<file path="src/design/uied_pkg.sv">
// Constants and carrier types for the input endpoint descriptor registers.
package uied_pkg;

    // ------------------------------------------------------------
    // Bus and field widths
    // ------------------------------------------------------------
    localparam int ADDR_W = 16;
    localparam int DATA_W = 8;
    localparam int IDX_W = 7;
    localparam int EP_W = 2;

    // ------------------------------------------------------------
    // Register addresses
    // ------------------------------------------------------------
    localparam logic [15:0] EP0_IN_CONFIG_ADDR = 16'hFF80;
    localparam logic [15:0] EP0_IN_COUNT_ADDR = 16'hFF81;
    localparam logic [15:0] EP0_OUT_CONFIG_ADDR = 16'hFF82;
    localparam logic [15:0] EP0_OUT_COUNT_ADDR = 16'hFF83;
    localparam logic [15:0] IRQ_STATUS_ADDR = 16'hFF88;
    localparam logic [15:0] IRQ_ENABLE_ADDR = 16'hFF89;
    localparam logic [15:0] IRQ_CLEAR_ADDR = 16'hFF8A;
    localparam logic [15:0] EPN_WINDOW_ADDR = 16'hFF00;

    // ------------------------------------------------------------
    // Field slots inside one endpoint window of eight bytes
    // ------------------------------------------------------------
    localparam logic [2:0] FLD_X_COUNT = 3'h0;
    localparam logic [2:0] FLD_X_BASE = 3'h1;
    localparam logic [2:0] FLD_Y_BASE = 3'h2;
    localparam logic [2:0] FLD_Y_COUNT = 3'h3;
    localparam logic [2:0] FLD_SIZE = 3'h4;
    localparam logic [2:0] FLD_MODE = 3'h5;

    // ------------------------------------------------------------
    // Bit positions, shared by endpoint 0 and endpoints 1 to 3 except stall (endpoint 0) and double buffer enable (1 to 3)
    // ------------------------------------------------------------
    localparam int BIT_NAK = 7;
    localparam int BIT_USE_EN = 7;
    localparam int BIT_TOGGLE = 5;
    localparam int BIT_DOUBLE_BUFFER_ENABLE = 4;
    localparam int BIT_STALL = 3;
    localparam int BIT_IRQ_EN = 2;

    // ------------------------------------------------------------
    // Write masks and reset values
    // ------------------------------------------------------------
    localparam logic [7:0] EP0_CONFIG_WMASK = 8'h8C;
    localparam logic [7:0] EP0_COUNT_WMASK = 8'h8F;
    localparam logic [7:0] SIZE_WMASK = 8'h7F;
    localparam logic [7:0] MODE_WMASK = 8'h94;
    localparam logic [7:0] CONFIG_RST = 8'h00;
    localparam logic [7:0] COUNT_RST = 8'h80;
    localparam logic [7:0] FIELD_RST = 8'h00;

    // ------------------------------------------------------------
    // Buffer addresses and byte limits
    // ------------------------------------------------------------
    localparam logic [15:0] EP0_IN_BUF_ADDR = 16'hFEF8;
    localparam logic [15:0] EP0_OUT_BUF_ADDR = 16'hFEF0;
    localparam logic [6:0] EP0_BUF_BYTES = 7'h08;
    localparam logic [6:0] MAX_BYTES = 7'h40;

    // ------------------------------------------------------------
    // Buffer manager carriers
    // ------------------------------------------------------------
    typedef struct packed {
        logic [EP_W-1:0] ep;
        logic [IDX_W-1:0] idx;
        logic done;
        logic setup;
    } uied_req_type;

    typedef struct packed {
        logic [ADDR_W-1:0] addr;
        logic [ADDR_W-1:0] out_base;
        logic [IDX_W-1:0] count;
        logic count_ok;
        logic nak;
        logic stall;
        logic enable;
        logic in_range;
    } uied_ans_type;

endpackage

</file>
<file path="src/design/uied_descriptors.sv">
// Input endpoint descriptor registers with buffer manager lookup.
`timescale 1ns/1ps

// Function
// - Byte counts of endpoints 1 to 3 are 7 bits holding 0 to 64, endpoint 0 counts are 4 bits, and values above 64 are undefined.
// - Count bit 7 set means the buffer is empty and IN requests get NAK.
// - A buffer start address is the 8-bit base followed by three zero bits.
// - Every transaction on a buffer starts at its programmed base.
// - Completing a transaction never alters the base address field.
// - One 7-bit size field serves both X and Y buffers and bit 7 is reserved.
// - Endpoint 0 uses four fixed registers at FF80 to FF83.
// - Endpoint 0 data sits at fixed buffers FEF8 for input and FEF0 for output.
// - Endpoint 0 fields keep the bit positions of endpoints 1 to 3.
// - Endpoint 0 completion raises an interrupt only when its enable is set.
// - Software sets the endpoint 0 input stall and a SETUP clears it, unless FF80 is written in the same cycle.
// - The endpoint 0 toggle bit is read-only and tracks DATA0 and DATA1.
// - Endpoint 0 input is served only while its use enable bit is set.
// - Without double buffering only X is used, else the toggle picks X or Y.
module uied_descriptors #(
    parameter int EP_COUNT = 3
) (
    input wire logic ref_clk,
    input wire logic srst,
    input wire logic [uied_pkg::ADDR_W-1:0] reg_addr,
    input wire logic [uied_pkg::DATA_W-1:0] reg_wdata,
    input wire logic reg_wr,
    input wire logic reg_rd,
    output logic [uied_pkg::DATA_W-1:0] reg_rdata,
    input wire uied_pkg::uied_req_type bm_req,
    output uied_pkg::uied_ans_type bm_ans,
    output logic irq
);
    import uied_pkg::*;

    if (EP_COUNT < 1 || EP_COUNT > 3) begin : g_bad_count
        $error("EP_COUNT must lie between 1 and 3.");
    end

    localparam logic [1:0] EP_LIMIT = 2'(EP_COUNT);

    // ------------------------------------------------------------
    // Storage
    // ------------------------------------------------------------
    logic [7:0] in_ep_x_count [EP_COUNT];
    logic [7:0] in_ep_x_base [EP_COUNT];
    logic [7:0] in_ep_y_base [EP_COUNT];
    logic [7:0] in_ep_y_count [EP_COUNT];
    logic [7:0] in_ep_buffer_size [EP_COUNT];
    logic [7:0] in_ep_mode [EP_COUNT];
    logic [7:0] ep0_in_config;
    logic [7:0] ep0_in_byte_count;
    logic [7:0] ep0_out_config;
    logic [7:0] ep0_out_byte_count;
    logic [EP_COUNT:0] irq_status;
    logic [EP_COUNT:0] irq_enable;

    // ------------------------------------------------------------
    // Address decoding
    // ------------------------------------------------------------
    // fixed endpoint 0 map.
    wire hit_in_cfg = reg_addr == EP0_IN_CONFIG_ADDR;
    wire hit_in_cnt = reg_addr == EP0_IN_COUNT_ADDR;
    wire hit_out_cfg = reg_addr == EP0_OUT_CONFIG_ADDR;
    wire hit_out_cnt = reg_addr == EP0_OUT_COUNT_ADDR;
    wire hit_status = reg_addr == IRQ_STATUS_ADDR;
    wire hit_enable = reg_addr == IRQ_ENABLE_ADDR;
    wire hit_clear = reg_addr == IRQ_CLEAR_ADDR;
    wire [1:0] slot = reg_addr[4:3];
    wire [2:0] fld = reg_addr[2:0];
    wire hit_epn = reg_addr[15:5] == EPN_WINDOW_ADDR[15:5] &&
        slot < EP_LIMIT;
    wire wr_in_cfg = reg_wr && hit_in_cfg;
    wire wr_in_cnt = reg_wr && hit_in_cnt;

    // ------------------------------------------------------------
    // Buffer manager events
    // ------------------------------------------------------------
    wire done_ep0 = bm_req.done && bm_req.ep == 2'h0;
    logic [EP_COUNT-1:0] done_epn;
    logic [EP_COUNT-1:0] use_y;
    logic [EP_COUNT:0] irq_set;
    wire [EP_COUNT:0] irq_clear = (reg_wr && hit_clear) ?
        reg_wdata[EP_COUNT:0] : '0;

    // endpoint 0 completion counts only with its enable set.
    assign irq_set[0] = done_ep0 && ep0_in_config[BIT_IRQ_EN];

    for (genvar g = 0; g < EP_COUNT; g++) begin : g_ev
        assign done_epn[g] = bm_req.done && bm_req.ep == 2'(g + 1);
        // toggle picks Y only under double buffering.
        assign use_y[g] = in_ep_mode[g][BIT_DOUBLE_BUFFER_ENABLE] &&
            in_ep_mode[g][BIT_TOGGLE];
        assign irq_set[g+1] = done_epn[g] && in_ep_mode[g][BIT_IRQ_EN];
    end

    // ------------------------------------------------------------
    // Endpoint 1 to 3 descriptors
    // ------------------------------------------------------------
    always_ff @(posedge ref_clk) begin
        for (int i = 0; i < EP_COUNT; i++) begin
            if (srst) begin
                in_ep_x_count[i] <= COUNT_RST;
                in_ep_x_base[i] <= FIELD_RST;
                in_ep_y_base[i] <= FIELD_RST;
                in_ep_y_count[i] <= COUNT_RST;
                in_ep_buffer_size[i] <= FIELD_RST;
                in_ep_mode[i] <= CONFIG_RST;
            end else begin
                if (reg_wr && hit_epn && slot == 2'(i)) begin
                    if (fld == FLD_X_COUNT) begin
                        in_ep_x_count[i] <= reg_wdata;
                    end else if (fld == FLD_X_BASE) begin
                        in_ep_x_base[i] <= reg_wdata;
                    end else if (fld == FLD_Y_BASE) begin
                        in_ep_y_base[i] <= reg_wdata;
                    end else if (fld == FLD_Y_COUNT) begin
                        in_ep_y_count[i] <= reg_wdata;
                    end else if (fld == FLD_SIZE) begin
                        in_ep_buffer_size[i] <= reg_wdata & SIZE_WMASK;
                    end else if (fld == FLD_MODE) begin
                        in_ep_mode[i] <= (reg_wdata & MODE_WMASK) |
                            (in_ep_mode[i] & ~MODE_WMASK);
                    end
                end
                // completion hands the used buffer back as empty.
                if (done_epn[i]) begin
                    if (use_y[i]) begin
                        in_ep_y_count[i][BIT_NAK] <= 1'b1;
                    end else begin
                        in_ep_x_count[i][BIT_NAK] <= 1'b1;
                    end
                    in_ep_mode[i][BIT_TOGGLE] <= ~in_ep_mode[i][BIT_TOGGLE];
                end
            end
        end
    end

    // ------------------------------------------------------------
    // Endpoint 0 descriptors
    // ------------------------------------------------------------
    always_ff @(posedge ref_clk) begin
        if (srst) begin
            ep0_in_config <= CONFIG_RST;
            ep0_in_byte_count <= COUNT_RST;
            ep0_out_config <= CONFIG_RST;
            ep0_out_byte_count <= COUNT_RST;
        end else begin
            // same field positions as the other endpoints.
            if (wr_in_cfg) begin
                ep0_in_config <= (reg_wdata & EP0_CONFIG_WMASK) |
                    (ep0_in_config & ~EP0_CONFIG_WMASK);
            end else if (bm_req.setup) begin
                ep0_in_config[BIT_STALL] <= 1'b0;
            end
            if (done_ep0) begin
                ep0_in_config[BIT_TOGGLE] <= ~ep0_in_config[BIT_TOGGLE];
            end
            if (wr_in_cnt) begin
                ep0_in_byte_count <= reg_wdata & EP0_COUNT_WMASK;
            end
            if (done_ep0) begin
                ep0_in_byte_count[BIT_NAK] <= 1'b1;
            end
            if (reg_wr && hit_out_cfg) begin
                ep0_out_config <= reg_wdata & EP0_CONFIG_WMASK;
            end
            if (reg_wr && hit_out_cnt) begin
                ep0_out_byte_count <= reg_wdata & EP0_COUNT_WMASK;
            end
        end
    end

    // ------------------------------------------------------------
    // Interrupt status, enable and output
    // ------------------------------------------------------------
    always_ff @(posedge ref_clk) begin
        if (srst) begin
            irq_status <= '0;
            irq_enable <= '0;
            irq <= 1'b0;
        end else begin
            irq_status <= (irq_status & ~irq_clear) | irq_set;
            if (reg_wr && hit_enable) begin
                irq_enable <= reg_wdata[EP_COUNT:0];
            end
            irq <= |(irq_status & irq_enable);
        end
    end

    // ------------------------------------------------------------
    // Register read path
    // ------------------------------------------------------------
    logic [7:0] next_rdata;
    always_comb begin
        next_rdata = 8'h00;
        if (hit_in_cfg) begin
            next_rdata = ep0_in_config;
        end else if (hit_in_cnt) begin
            next_rdata = ep0_in_byte_count;
        end else if (hit_out_cfg) begin
            next_rdata = ep0_out_config;
        end else if (hit_out_cnt) begin
            next_rdata = ep0_out_byte_count;
        end else if (hit_status) begin
            next_rdata = 8'(irq_status);
        end else if (hit_enable) begin
            next_rdata = 8'(irq_enable);
        end else if (hit_epn) begin
            if (fld == FLD_X_COUNT) begin
                next_rdata = in_ep_x_count[slot];
            end else if (fld == FLD_X_BASE) begin
                next_rdata = in_ep_x_base[slot];
            end else if (fld == FLD_Y_BASE) begin
                next_rdata = in_ep_y_base[slot];
            end else if (fld == FLD_Y_COUNT) begin
                next_rdata = in_ep_y_count[slot];
            end else if (fld == FLD_SIZE) begin
                next_rdata = in_ep_buffer_size[slot];
            end else if (fld == FLD_MODE) begin
                next_rdata = in_ep_mode[slot];
            end
        end
    end

    always_ff @(posedge ref_clk) begin
        if (srst) begin
            reg_rdata <= 8'h00;
        end else begin
            reg_rdata <= reg_rd ? next_rdata : 8'h00;
        end
    end

    // ------------------------------------------------------------
    // Buffer manager lookup
    // ------------------------------------------------------------
    wire [1:0] sel_raw = bm_req.ep - 2'h1;
    wire [1:0] sel = (sel_raw < EP_LIMIT) ? sel_raw : 2'h0;
    wire sel_ok = bm_req.ep != 2'h0 && sel_raw < EP_LIMIT;
    // base field with three zero low bits.
    wire [7:0] sel_base = use_y[sel] ? in_ep_y_base[sel] : in_ep_x_base[sel];
    wire [15:0] sel_start = {5'h00, sel_base, 3'h0};
    wire [7:0] sel_count = use_y[sel] ? in_ep_y_count[sel] :
        in_ep_x_count[sel];

    uied_ans_type next_ans;
    always_comb begin
        next_ans = '0;
        next_ans.out_base = EP0_OUT_BUF_ADDR;
        if (bm_req.ep == 2'h0) begin
            next_ans.addr = EP0_IN_BUF_ADDR + 16'(bm_req.idx);
            next_ans.count = {3'h0, ep0_in_byte_count[3:0]};
            next_ans.nak = ep0_in_byte_count[BIT_NAK];
            next_ans.stall = ep0_in_config[BIT_STALL];
            next_ans.enable = ep0_in_config[BIT_USE_EN];
            next_ans.in_range = bm_req.idx < EP0_BUF_BYTES;
        end else begin
            // start from programmed base plus k.
            next_ans.addr = sel_start + 16'(bm_req.idx);
            next_ans.count = sel_count[6:0];
            next_ans.nak = sel_count[BIT_NAK];
            next_ans.enable = sel_ok && in_ep_mode[sel][BIT_USE_EN];
            next_ans.in_range = bm_req.idx < in_ep_buffer_size[sel][6:0];
        end
        next_ans.count_ok = next_ans.count <= MAX_BYTES;
    end

    always_ff @(posedge ref_clk) begin
        if (srst) begin
            bm_ans <= '0;
        end else begin
            bm_ans <= next_ans;
        end
    end
endmodule

</file>
<file path="config.mk">
export PLATFORM = sky130hd
export DESIGN_NAME = uied_descriptors
export DESIGN_NICKNAME = d
export VERILOG_FILES = /design/src/design/uied_pkg.sv /design/src/design/uied_descriptors.sv
export SDC_FILE = /design/constraint.sdc
export NUM_CORES = 1
export LEC_CHECK = 0
export ABC_AREA = 1
export BUFFER_PORTS_ARGS = -buffer_cell sky130_fd_sc_hd__buf_4
export CORE_MARGIN = 3
export CORE_UTILIZATION = 45
export DETAILED_ROUTE_END_ITERATION = 16
export PLACE_DENSITY = 0.63
export SLEW_MARGIN = 25
export SYNTH_ARGS = -nofsm -noshare
export SYNTH_HDL_FRONTEND = slang
export SYNTH_SLANG_ARGS = --single-unit
</file>
<file path="constraint.sdc">
create_clock -name ref_clk -period 3 [get_ports ref_clk]
set_input_delay 0.45 -clock ref_clk [delete_from_list [all_inputs] [get_ports ref_clk]]
set_output_delay 0.45 -clock ref_clk [all_outputs]
set_load 0.02 [all_outputs]
</file>
==> parameters.txt, run 1 <==
Parameter                              Value

Setup path
  Startpoint of the most critical register-to-register path ... in_ep_mode[1][5]
  Critical Path Fanout Max ... 9
  Crit path largest cell delay ... 0.41 ns
  Top cell by count, worst path ... sky130_fd_sc_hd__nand2_1
  WS Path Type ... register to register
  Kind of end point of the critical path ... register
  CP startpoint kind ... register
  Endpoint required time on the critical path ... 3.34 ns
  Critical path's slowest cell ... sky130_fd_sc_hd__edfxtp_1
  Worst endpoint data arrival time ... 3.01 ns
  Critical Path, Cell by Cell ... nand2_1 > inv_1 > nor2_1 > inv_1 > nand3_1 > o21ai_0 > o21a_1 > ha_1 > nand3_1 > nand2_1 > nand2_1 > nand2_1 > nand3_1 > nor2_1 > a21oi_1 > o21a_1
  Setup crit start ... in_ep_mode[1][5]

STA
  Final period utilization ... 0.890
  Slew of the pin with the lowest slew margin ... 0.823 ns
  Maximum clock frequency ... 375 MHz
  RSZ-0062 raised after global routing ... no
  Max Clock Skew ... 0.0116 ns
  Number of pins exceeding their max-slew limit in the final report ... 0
  Hold slack final ... 0.222 ns
  Endpoints failing setup ... 0
  Number of hold violations in the final report ... 0
  Final critical-path required period ... 2.67 ns
  Slew Limit Headroom ... 0.448
  Least setup slack across all paths after layout ... 0.331 ns
  Fin Setup TNS ... 0 ns

Detailed routing
  Number of detailed-routing iterations run before antenna repair ... 6
  Average detailed-routed wire length per instance ... 21.6 µm
  Via density per instance ... 5.70
  Count of vias placed by the detailed router ... 9001
  Drt initial violations ... 1056
  DRT antenna net count ... 0
  Total detailed-routing wirelength ... 34200 µm
  Number of design rule violations left after detail routing ... 0

CTS
  Clock-pin slew on the worst setup and hold paths ... 0.08 ns
  Cts bufs inserted ... 17
  Number of gates resized after cts ... 0
  Post-CTS Setup Inserts ... 0
  Skew-Pair Late Insertion Delay ... 0.44 ns
  TritonCTS clock tree ... yes
  Buffer cell driving the clock tree root ... sky130_fd_sc_hd__clkbuf_16
  Clock tree buffer depth ... 2
  Number of buffers inserted by hold repair at cts ... 0
  # H-tree levels ... 4
  Clk sinks ... 189

Synth
  Synth top area share ... 0.395
  Ranking of synthesized cells by instance count ... sky130_fd_sc_hd__nand2_1, sky130_fd_sc_hd__nor2_1, sky130_fd_sc_hd__edfxtp_1, sky130_fd_sc_hd__inv_1, sky130_fd_sc_hd__nand3_1
  Yosys reg bits ... 189
  Leading post-synthesis cells by cell area ... sky130_fd_sc_hd__edfxtp_1, sky130_fd_sc_hd__dfxtp_1, sky130_fd_sc_hd__nand2_1
  Mean Syn Cell Area ... 8.07 µm²
  Most frequent cell after synthesis ... sky130_fd_sc_hd__nand2_1
  Portion of the post-synthesis area used by sequential elements ... 0.517
  Synth area leader ... sky130_fd_sc_hd__edfxtp_1
  Number of warnings issued by yosys ... 0
  Cell area after technology mapping ... 9820 µm²
  Library cells used by synthesis ... 45
  Most used flip-flop cell after synthesis ... sky130_fd_sc_hd__edfxtp_1
  Number of instances in the synthesized netlist ... 1216
  Async SR Flop Fraction ... 0
  Number of flops mapped to enable cells by yosys ... 129

Floorplan
  Die Footprint ... 23600 µm²
  Num rows ... 53
  Ports ... 92
  Horizontal die dimension ... 154 µm
  Chip height ... 154 µm
  Core ar. ... 21200 µm²
  Initial Util ... 0.463

Cells and area
  Final Net Count ... 1343
  Share of cells above drive strength 1 ... 0.143
  Diode count ... 0
  Post-layout utilization of the core ... 0.535
  Synthesis-to-layout area growth ... 15.6%
  Fill cells ... 2099

Place
  Setup slack at placement ... 0.0959 ns
  Placer congestion estimate ... 0.969
  IO buf count ... 86
  HPWL Detailed ... 25000 µm

Global route
  Global-route wire length before repair ... 51600 µm
  Total global routing track utilization ... 0.288
  Number of antenna violations at the first check in global routing ... 0
  Total grt overflow ... 0
  Pin count of the biggest net entering global routing ... 57
  Via count of the first global-routing pass ... 8493

Pwr
  Seq pwr share ... 0.484
  Leakage power ... 4.86 nW
  Switching portion of total power ... 0.283
  IR Drop Worst-Case VDD ... 0.335 mV
  Net switching power ... 1.74 mW
  Portion of total power attributed to the clock network ... 0.381
  Internal Dissipation ... 4.41 mW
  Combinational Power Share ... 0.135
  Power after layout ... 6.14 mW
  P per Cell Area ... 541 nW/µm²

Hold path
  Hold path startpoint ... bm_req[4]
  HP Class ... primary input to register

Run status
  Result of the run ... finished, final reports clean

Flow run
  Max-capacitance violation count ... 0
## worst max-delay path, delay by kind of cell, from the launching register on
kind | cells | cell delay [ns]
AND/OR/NAND/NOR | 9 | 1.06
AO/OA/AOI/OAI | 4 | 0.59
flip-flops | 1 | 0.41
adder cells (fa/ha/maj) | 1 | 0.36
buffers and inverters | 2 | 0.13
## cell usage in the layout, fill, tap and decap left out, types with 2 or more instances in the layout
cell | Yosys | layout
sky130_fd_sc_hd__a211oi_1 | 5 | 5
sky130_fd_sc_hd__nor3_1 | 10 | 10
sky130_fd_sc_hd__nor2_2 | 4 | 4
sky130_fd_sc_hd__a21oi_1 | 53 | 53
sky130_fd_sc_hd__xnor2_1 | 2 | 2
sky130_fd_sc_hd__edfxtp_1 | 129 | 129
sky130_fd_sc_hd__o21bai_1 | 4 | 4
sky130_fd_sc_hd__nor2_1 | 246 | 246
sky130_fd_sc_hd__nor2_4 | 2 | 2
sky130_fd_sc_hd__o21ai_0 | 65 | 65
sky130_fd_sc_hd__inv_1 | 104 | 104
sky130_fd_sc_hd__dfxtp_1 | 60 | 60
sky130_fd_sc_hd__a221oi_1 | 4 | 4
sky130_fd_sc_hd__o22ai_1 | 28 | 28
sky130_fd_sc_hd__nand2_1 | 259 | 259
sky130_fd_sc_hd__clkbuf_16 | 0 | 19
sky130_fd_sc_hd__nand4_1 | 3 | 3
sky130_fd_sc_hd__or2_2 | 9 | 9
sky130_fd_sc_hd__o31ai_1 | 2 | 2
sky130_fd_sc_hd__ha_1 | 11 | 11
sky130_fd_sc_hd__nand3_1 | 75 | 75
sky130_fd_sc_hd__inv_6 | 0 | 5
sky130_fd_sc_hd__o21a_1 | 4 | 4
sky130_fd_sc_hd__o211ai_1 | 12 | 12
sky130_fd_sc_hd__o2111ai_1 | 2 | 2
sky130_fd_sc_hd__nand2_4 | 2 | 2
sky130_fd_sc_hd__o221ai_1 | 9 | 9
sky130_fd_sc_hd__inv_4 | 1 | 3
sky130_fd_sc_hd__inv_2 | 10 | 10
sky130_fd_sc_hd__conb_1 | 1 | 5
sky130_fd_sc_hd__a31oi_1 | 8 | 8
sky130_fd_sc_hd__clkinv_1 | 6 | 6
sky130_fd_sc_hd__inv_8 | 0 | 3
sky130_fd_sc_hd__a22oi_1 | 3 | 3
sky130_fd_sc_hd__o21ai_1 | 2 | 2
sky130_fd_sc_hd__buf_4 | 24 | 123
sky130_fd_sc_hd__a41oi_1 | 2 | 2
## registers in the layout, indices dropped and copies added (netlist names)
signal / cells
ep0_in_config: 4
irq_status: 4
reg_rdata: 8
in_ep_buffer_size: 21
irq: 1
in_ep_x_base: 24
in_ep_mode: 12
in_ep_y_count: 24
in_ep_y_base: 24
ep0_in_byte_count: 5
irq_enable: 4
bm_ans: 26
ep0_out_byte_count: 5
in_ep_x_count: 24
ep0_out_config: 3
## metal layers
metal / up-vias / share of wire / track usage
li1: 4185 / - / -
met1: 4214 / 0.43 / 0.421
met2: 532 / 0.43 / 0.427
met3: 70 / 0.11 / 0.0597
met4: 0 / 0.033 / 0.103
met5: - / 0 / 0
## power by group through the flow
stage                     combinational (mW)  sequential (mW)  clock (mW)
after floorplan                        0.454             3.04           0
after global placement                 0.807             3.03           0
after detailed placement               0.812             3.03           0
after CTS                              0.816             2.97        2.36
after global routing                   0.901             2.98        2.47
final                                  0.829             2.97        2.34
## final timing paths
path / cells past startpoint / slack (ns) / to
hold / removal: 3 / 0.22 / bm_ans[30]
hold reg to reg: 2 / 0.47 / ep0_in_config[2]
setup reg to reg: 16 / 0.33 / bm_ans[38]
setup / recovery: 16 / 0.33 / bm_ans[38]
## cell families (layout without fill, tap and decap cells)
| logic type | count (synthesis) | count (layout) | synth area share |
|---|---|---|---|
| AOI/OAI and AO/OA | 207 | 207 | 0.126 |
| xor gates and xnor gates | 2 | 2 | 0.00178 |
| adders and majority gates | 12 | 12 | 0.0161 |
| buffers and inverters | 192 | 277 | 0.0848 |
| DFF | 189 | 189 | 0.517 |
| other | 1 | 5 | 0.000382 |
| and+or+nand+nor | 613 | 613 | 0.254 |
## through the flow
step	instances	area, µm²
finish	1580	11300
global route	1580	11300
CTS	1580	11300
detailed placement	1548	10700
global placement	1548	10700
floorplan	1220	9830
## cell type report
cell class	count	area, µm²	area share
repair buffers	124	943	0.0831
inverters	121	457	0.0402
clock inverters	13	129	0.0114
well taps	275	344	0.0303
multi-input cells	839	3930	0.346
flip-flops and latches	189	5070	0.447
clock buffers	19	475	0.0419
No activity file was read; power rests on OpenSTA's default activity.
==> inputs of run 2 (changes only) <==
Settings changed: CTS_CLUSTER_SIZE set to 12, RECOVER_POWER set to 25.
==> run 2 against run 1 <==
- via count down 0.46%
- clock power about the same
- critical endpoint is now in_ep_x_count[0][3]
- non-clock buffer count unchanged
- clock skew down 0.00064 ns
- setup slack worse by 0.20 ns
- sequential power about the same
- sequential cell count unchanged
- first-iteration DRC count up 6.7%
==> parameters.txt, run 2 (synthesis gave the netlist of run 1 again) <==
Parameter                              Value

Run status
  Result of the run ... finished, final reports clean

Place
  IO buf count ... 86 (unchanged)
  Placer congestion estimate ... 0.969 (unchanged)
  HPWL Detailed ... 25000 µm (unchanged)
  Setup slack at placement ... 0.0959 ns (unchanged)

Setup path
  Setup slack, reg-to-reg ... 0.33 ns (about the same)
  Kind of end point of the critical path ... register
  Critical Path, Cell by Cell ... clkbuf_2 > a21oi_1 > nand2_1 > nor2_4 > nand2_4 > nor2_2 > clkbuf_1 > nand2_1 > nand2_1
  Crit path largest cell delay ... 0.69 ns (+0.28 ns)
  Worst endpoint data arrival time ... 2.96 ns (-0.05 ns)
  Critical Path Fanout Max ... 23 (+14)
  CP startpoint kind ... primary input
  WS Path Type ... primary input to register
  Endpoint required time on the critical path ... 3.09 ns (-0.25 ns)
  Top cell by count, worst path ... sky130_fd_sc_hd__nand2_1
  Startpoint of the most critical register-to-register path ... in_ep_mode[1][5]
  Critical path's slowest cell ... sky130_fd_sc_hd__clkbuf_1
  Logic depth of the worst register-to-register path ... 16 (unchanged)
  Critical R2R Capture ... bm_ans[38]

STA
  Slew of the pin with the lowest slew margin ... 1.31 ns (+0.488 ns)
  RSZ-0062 raised after global routing ... no
  Max Clock Skew ... 0.0110 ns (-0.000644 ns)
  Least setup slack across all paths after layout ... 0.128 ns (-0.203 ns)
  Slew Limit Headroom ... 0.126 (-0.322)
  Number of hold violations in the final report ... 0 (unchanged)
  Maximum clock frequency ... 348 MHz (-7.1%)
  Endpoints failing setup ... 0 (unchanged)
  Fin Setup TNS ... 0 ns (unchanged)
  Final critical-path required period ... 2.87 ns (+0.203 ns)
  Final period utilization ... 0.957 (+0.0676)
  Hold slack final ... 0.226 ns (+0.00342 ns)
  Number of pins exceeding their max-slew limit in the final report ... 0 (unchanged)

Cells and area
  Most used cells in the layout excluding fill and tap cells ... sky130_fd_sc_hd__nand2_1, sky130_fd_sc_hd__nor2_1, sky130_fd_sc_hd__edfxtp_1, sky130_fd_sc_hd__inv_1, sky130_fd_sc_hd__nand3_1
  Leading cell type in the layout, fill and taps excluded ... sky130_fd_sc_hd__nand2_1
  Register with the highest flop count ... bm_ans
  Diode count ... 0 (unchanged)
  Final Net Count ... 1343 (unchanged)
  Share of cells above drive strength 1 ... 0.0989 (-0.0437)
  Synthesis-to-layout area growth ... 13.3%
  Largest register FFs ... 26 (unchanged)

Floorplan
  Initial Util ... 0.463 (unchanged)
  Core ar. ... 21200 µm² (unchanged)
  Num rows ... 53 (unchanged)
  Die Footprint ... 23600 µm² (unchanged)
  Horizontal die dimension ... 154 µm (unchanged)
  Chip height ... 154 µm (unchanged)
  Ports ... 92 (unchanged)

Detailed routing
  Drt initial violations ... 1127 (+6.7%)
  Via density per instance ... 5.67 (-0.46%)
  Number of design rule violations left after detail routing ... 0 (unchanged)
  Count of vias placed by the detailed router ... 8960 (-0.46%)
  Average detailed-routed wire length per instance ... 21.6 µm (-0.18%)
  DRT antenna net count ... 0 (unchanged)
  Number of detailed-routing iterations run before antenna repair ... 6 (unchanged)
  Total detailed-routing wirelength ... 34100 µm (-0.18%)

Pwr
  Internal Dissipation ... 4.37 mW (-0.82%)
  Combinational Power Share ... 0.130 (-0.005)
  P per Cell Area ... 549 nW/µm² (+1.4%)
  Portion of total power attributed to the clock network ... 0.384 (+0.003)
  IR Drop Worst-Case VDD ... 0.333 mV (-0.72%)
  Leakage power ... 4.65 nW (-4.4%)
  Switching portion of total power ... 0.284 (+0.00157)
  Power after layout ... 6.11 mW (-0.60%)
  Seq pwr share ... 0.487 (+0.003)
  Net switching power ... 1.73 mW (about the same)

CTS
  Clk sinks ... 189 (unchanged)
  Number of buffers inserted by hold repair at cts ... 0 (unchanged)
  Skew-Pair Late Insertion Delay ... 0.44 ns (about the same)
  TritonCTS clock tree ... yes
  Cts bufs inserted ... 17 (unchanged)
  # H-tree levels ... 4 (unchanged)
  Buffer cell driving the clock tree root ... sky130_fd_sc_hd__clkbuf_16
  Clock tree buffer depth ... 2 (unchanged)
  Number of gates resized after cts ... 0 (unchanged)
  Post-CTS Setup Inserts ... 0 (unchanged)
  Clock-pin slew on the worst setup and hold paths ... 0.07 ns (about the same)

Hold path
  Hold-critical path endpoint ... bm_ans[30]
  Hold path startpoint ... bm_req[4]
  HP Class ... primary input to register
  Instance count along the most critical hold path ... 3 (unchanged)

Global route
  Total global routing track utilization ... 0.288 (unchanged)
  Via count of the first global-routing pass ... 8493 (unchanged)
  Global-route wire length before repair ... 51600 µm (unchanged)
  Number of antenna violations at the first check in global routing ... 0 (unchanged)
  Pin count of the biggest net entering global routing ... 57 (unchanged)
  Total grt overflow ... 0 (unchanged)

Flow run
  Max-capacitance violation count ... 0 (unchanged)
## run 2: layout make-up
type	instances	area, µm²
flip-flops and latches	189	5070
clock buffers	19	475
multi-input cells	839	3910
fillers	2139	10100
inverters	121	457
clock inverters	13	129
well taps	275	344
repair buffers	124	736
## run 2: worst max-delay path by stage
stage / slack (ns) / cells after the start / end / startpoint
2_1_floorplan: 0.33 / 18 / bm_ans[38] / bm_req[10]
3_3_place_gp: 0.19 / 17 / bm_ans[38] / bm_req[9]
3_5_place_dp: 0.1 / 17 / bm_ans[38] / bm_req[9]
4_1_cts: 0.33 / 16 / bm_ans[38] / in_ep_mode[1][5]
5_1_grt: 0.01 / 9 / in_ep_x_count[2][0] / reg_addr[4]
6_report: 0.13 / 9 / in_ep_x_count[0][3] / reg_addr[4]
## run 2: stage by stage
stage,cell area [µm²],std cells,utilization
floorplan,9830,1220,-
global placement,10700,1548,0.506
detailed placement,10700,1548,0.506
CTS,11300,1580,0.535
global route,11100,1580,0.524
finish,11100,1580,0.524
## run 2: power by group through the flow
stage | logic, mW | clock network (mW) | registers [mW]
after floorplan | 0.454 | 0 | 3.04
after global placement | 0.807 | 0 | 3.03
after detailed placement | 0.812 | 0 | 3.03
after CTS | 0.816 | 2.36 | 2.97
after global routing | 0.864 | 2.47 | 2.98
final | 0.792 | 2.34 | 2.97
## run 2: worst max-delay path: cells and delay by family
kind	cells	cell delay (ns)
compound gates	1	0.28
buf+inv	2	1.14
simple gates	6	1.07
## run 2: routing by layer
layer  part of all wire  global-route usage
met3               0.10              0.0597
met4              0.035               0.103
met1               0.43               0.421
met5                  0                   0
met2               0.43               0.427
==> inputs of run 3 (changes only) <==
Settings changed: ABC_AREA 1 to unset, CORE_MARGIN 3 to unset.
==> run 3 against run 2 <==
- count of clock-buffer cells in the layout increased by 2
- critical path depth rose by 4
- via count decreased by 9.1%
- register-to-register slack lost 0.26 ns
- cell count fell by 14%
- critical endpoint is now bm_ans[36]
==> parameters.txt, run 3 <==
Parameter                              Value

Setup path
  Worst endpoint data arrival time ... 3.28 ns (+0.32 ns)
  Kind of end point of the critical path ... register
  Critical Path Fanout Max ... 4 (-83%)
  CP startpoint kind ... register
  WS Path Type ... register to register
  Endpoint required time on the critical path ... 3.35 ns (+0.26 ns)

Detailed routing
  Number of detailed-routing iterations run before antenna repair ... 6 (unchanged)
  Average detailed-routed wire length per instance ... 23.3 µm (+7.9%)
  DRT antenna net count ... 0 (unchanged)
  Drt initial violations ... 975 (-13%)
  Number of design rule violations left after detail routing ... 0 (unchanged)
  Via density per instance ... 5.98 (+5.5%)
  Count of vias placed by the detailed router ... 8143 (-9.1%)
  Total detailed-routing wirelength ... 31700 µm (-7.1%)

Synth
  Synth top area share ... 0.373 (-0.0218)
  Library cells used by synthesis ... 66 (+47%)
  Ranking of synthesized cells by instance count ... sky130_fd_sc_hd__edfxtp_1, sky130_fd_sc_hd__nand2_1, sky130_fd_sc_hd__and3_1, sky130_fd_sc_hd__mux2i_1, sky130_fd_sc_hd__nor2_1
  Portion of the post-synthesis area used by sequential elements ... 0.488 (-0.0285)
  Leading post-synthesis cells by cell area ... sky130_fd_sc_hd__edfxtp_1, sky130_fd_sc_hd__dfxtp_1, sky130_fd_sc_hd__mux2i_1
  Number of instances in the synthesized netlist ... 1000 (-18%)
  Synth area leader ... sky130_fd_sc_hd__edfxtp_1
  Cell area after technology mapping ... 10400 µm² (+5.8%)
  Most frequent cell after synthesis ... sky130_fd_sc_hd__edfxtp_1
  Number of warnings issued by yosys ... 0 (unchanged)
  Most used flip-flop cell after synthesis ... sky130_fd_sc_hd__edfxtp_1
  Number of flops mapped to enable cells by yosys ... 129 (unchanged)
  Async SR Flop Fraction ... 0 (unchanged)
  Yosys reg bits ... 189 (unchanged)
  Mean Syn Cell Area ... 10.4 µm² (+29%)

Cells and area
  Leading cell type in the layout, fill and taps excluded ... sky130_fd_sc_hd__edfxtp_1
  Synthesis-to-layout area growth ... 13.3% (about the same)
  Register with the highest flop count ... bm_ans
  Fill cells ... 2033 (-5.0%)
  Final Net Count ... 1114 (-17%)
  Most used cells in the layout excluding fill and tap cells ... sky130_fd_sc_hd__edfxtp_1, sky130_fd_sc_hd__nand2_1, sky130_fd_sc_hd__buf_4, sky130_fd_sc_hd__and3_1, sky130_fd_sc_hd__mux2i_1
  Diode count ... 0 (unchanged)
  Largest register FFs ... 26 (unchanged)
  Share of cells above drive strength 1 ... 0.181 (+0.0824)

Floorplan
  Chip height ... 154 µm (+0.16%)
  Num rows ... 55 (+3.8%)
  Die Footprint ... 23700 µm² (+0.33%)
  Core ar. ... 22600 µm² (+6.7%)
  Initial Util ... 0.459 (-0.00371)
  Ports ... 92 (unchanged)
  Horizontal die dimension ... 154 µm (+0.16%)

STA
  Slew Limit Headroom ... 0.297 (+0.171)
  Final critical-path required period ... 2.93 ns (+0.0562 ns)
  Number of hold violations in the final report ... 0 (unchanged)
  RSZ-0062 raised after global routing ... yes
  Final period utilization ... 0.976 (+0.0187)
  Hold slack final ... 0.232 ns (+0.00588 ns)
  Maximum clock frequency ... 341 MHz (-1.9%)
  Slew of the pin with the lowest slew margin ... 1.05 ns (-0.257 ns)
  Number of pins exceeding their max-slew limit in the final report ... 0 (unchanged)
  Max Clock Skew ... 0.0103 ns (-0.000653 ns)
  Endpoints failing setup ... 0 (unchanged)

Place
  HPWL Detailed ... 22500 µm (-10%)
  IO buf count ... 86 (unchanged)
  Placer congestion estimate ... 0.947 (-2.2%)

Pwr
  Leakage power ... 4.69 nW (+0.83%)
  IR Drop Worst-Case VDD ... 0.311 mV (-6.4%)
  Power after layout ... 6.12 mW (+0.32%)
  P per Cell Area ... 520 nW/µm² (-5.2%)

CTS
  Clock-pin slew on the worst setup and hold paths ... 0.07 ns (about the same)
  TritonCTS clock tree ... yes
  Clock tree buffer depth ... 2 (unchanged)
  # H-tree levels ... 4 (unchanged)
  Cts bufs inserted ... 17 (unchanged)
  Buffer cell driving the clock tree root ... sky130_fd_sc_hd__clkbuf_16
  Clk sinks ... 189 (unchanged)
  Skew-Pair Late Insertion Delay ... 0.44 ns (about the same)
  Number of buffers inserted by hold repair at cts ... 0 (unchanged)

Global route
  Global-route wire length before repair ... 47600 µm (-7.7%)
  Via count of the first global-routing pass ... 7665 (-9.7%)
  Total global routing track utilization ... 0.275 (-0.0137)
  Total grt overflow ... 0 (unchanged)
  Pin count of the biggest net entering global routing ... 49 (-14%)
  Number of antenna violations at the first check in global routing ... 0 (unchanged)

Run status
  Result of the run ... finished, final reports clean

Hold path
  HP Class ... primary input to register

Flow run
  Max-capacitance violation count ... 0 (unchanged)
==> run 3: path summary, 6_finish.rpt <==
path                  endpoint  slack [ns]               from  cells after the start
min reg2reg  ep0_out_config[2]        0.46  ep0_out_config[2]                      2
min                 bm_ans[30]        0.23          bm_req[4]                      2
max                 bm_ans[36]        0.07   in_ep_mode[0][4]                     13
max reg2reg         bm_ans[36]        0.07   in_ep_mode[0][4]                     13
==> run 3: repair_timing <==
| item | CTS | global route |
|---|---|---|
| endpoints found under the setup margin | 1 | 5 |
| pin swaps | 1 | 14 |
| setup buffers | 1 | 4 |
| gates resized for setup | 0 | 12 |
==> run 3: cells by family (layout without fill, tap and decap cells) <==
family / after synthesis / count (layout) / share of synthesized area
fa+ha+maj: 12 / 12 / 0.0152
buf+inv: 112 / 184 / 0.0543
mux: 104 / 104 / 0.122
xor+xnor: 6 / 6 / 0.00506
flops: 189 / 189 / 0.488
compound gates: 177 / 177 / 0.110
simple gates: 399 / 399 / 0.204
other cells: 1 / 5 / 0.000361
==> run 3: report_power, final <==
group	internal, mW	leakage, nW	switching (mW)	total [mW]
clock	1.27	0.302	1.03	2.31
sequential	2.90	1.71	0.0683	2.96
combinational	0.316	2.68	0.538	0.854
==> run 3: layout make-up <==
type                       count  area (µm²)  share of cell area
tap                          285         357              0.0303
multi-input combinational    703        4830               0.410
clock buffer                  21         492              0.0418
clock inverter                11         101             0.00861
timing repair buffer         143         886              0.0753
sequential                   189        5070               0.431
inverter                       9        33.8             0.00287
==> run 3: routing by layer <==
layer | global-route usage | vias up | wire length [µm]
li1 | - | 3750 | -
met1 | 0.374 | 3949 | 13500
met2 | 0.439 | 384 | 14800
met3 | 0.0485 | 60 | 2600
met4 | 0.0971 | 0 | 798
met5 | 0 | - | 0
==> run 3: critical path, cell delays in order (launching register included) <==
cell and delay (ns):
sky130_fd_sc_hd__edfxtp_1 0.40, sky130_fd_sc_hd__nand2_2 0.10, sky130_fd_sc_hd__o211ai_4 0.30, sky130_fd_sc_hd__buf_6 0.15
sky130_fd_sc_hd__mux4_2 0.49, sky130_fd_sc_hd__nand2_2 0.09, sky130_fd_sc_hd__o21ai_2 0.06, sky130_fd_sc_hd__ha_1 0.31
sky130_fd_sc_hd__a21o_1 0.17, sky130_fd_sc_hd__a21oi_2 0.14, sky130_fd_sc_hd__nand2b_4 0.15, sky130_fd_sc_hd__a21oi_1 0.08
sky130_fd_sc_hd__xnor2_1 0.16, sky130_fd_sc_hd__a221oi_1 0.24
==> run 3: stage by stage <==
step	cells	util	cell area [µm²]	setup WS, ns	TNS, ns
final	1361	0.520	11800	0.0716	0
after global routing	1361	0.520	11800	-0.0523	-0.133
after CTS	1357	0.525	11900	0.00320	0
after detailed placement	1324	0.499	11300	-0.167	-0.569
after global placement	1324	0.499	11300	-0.0853	-0.243
after floorplan	1004	-	10400	-0.000711	-0.000711
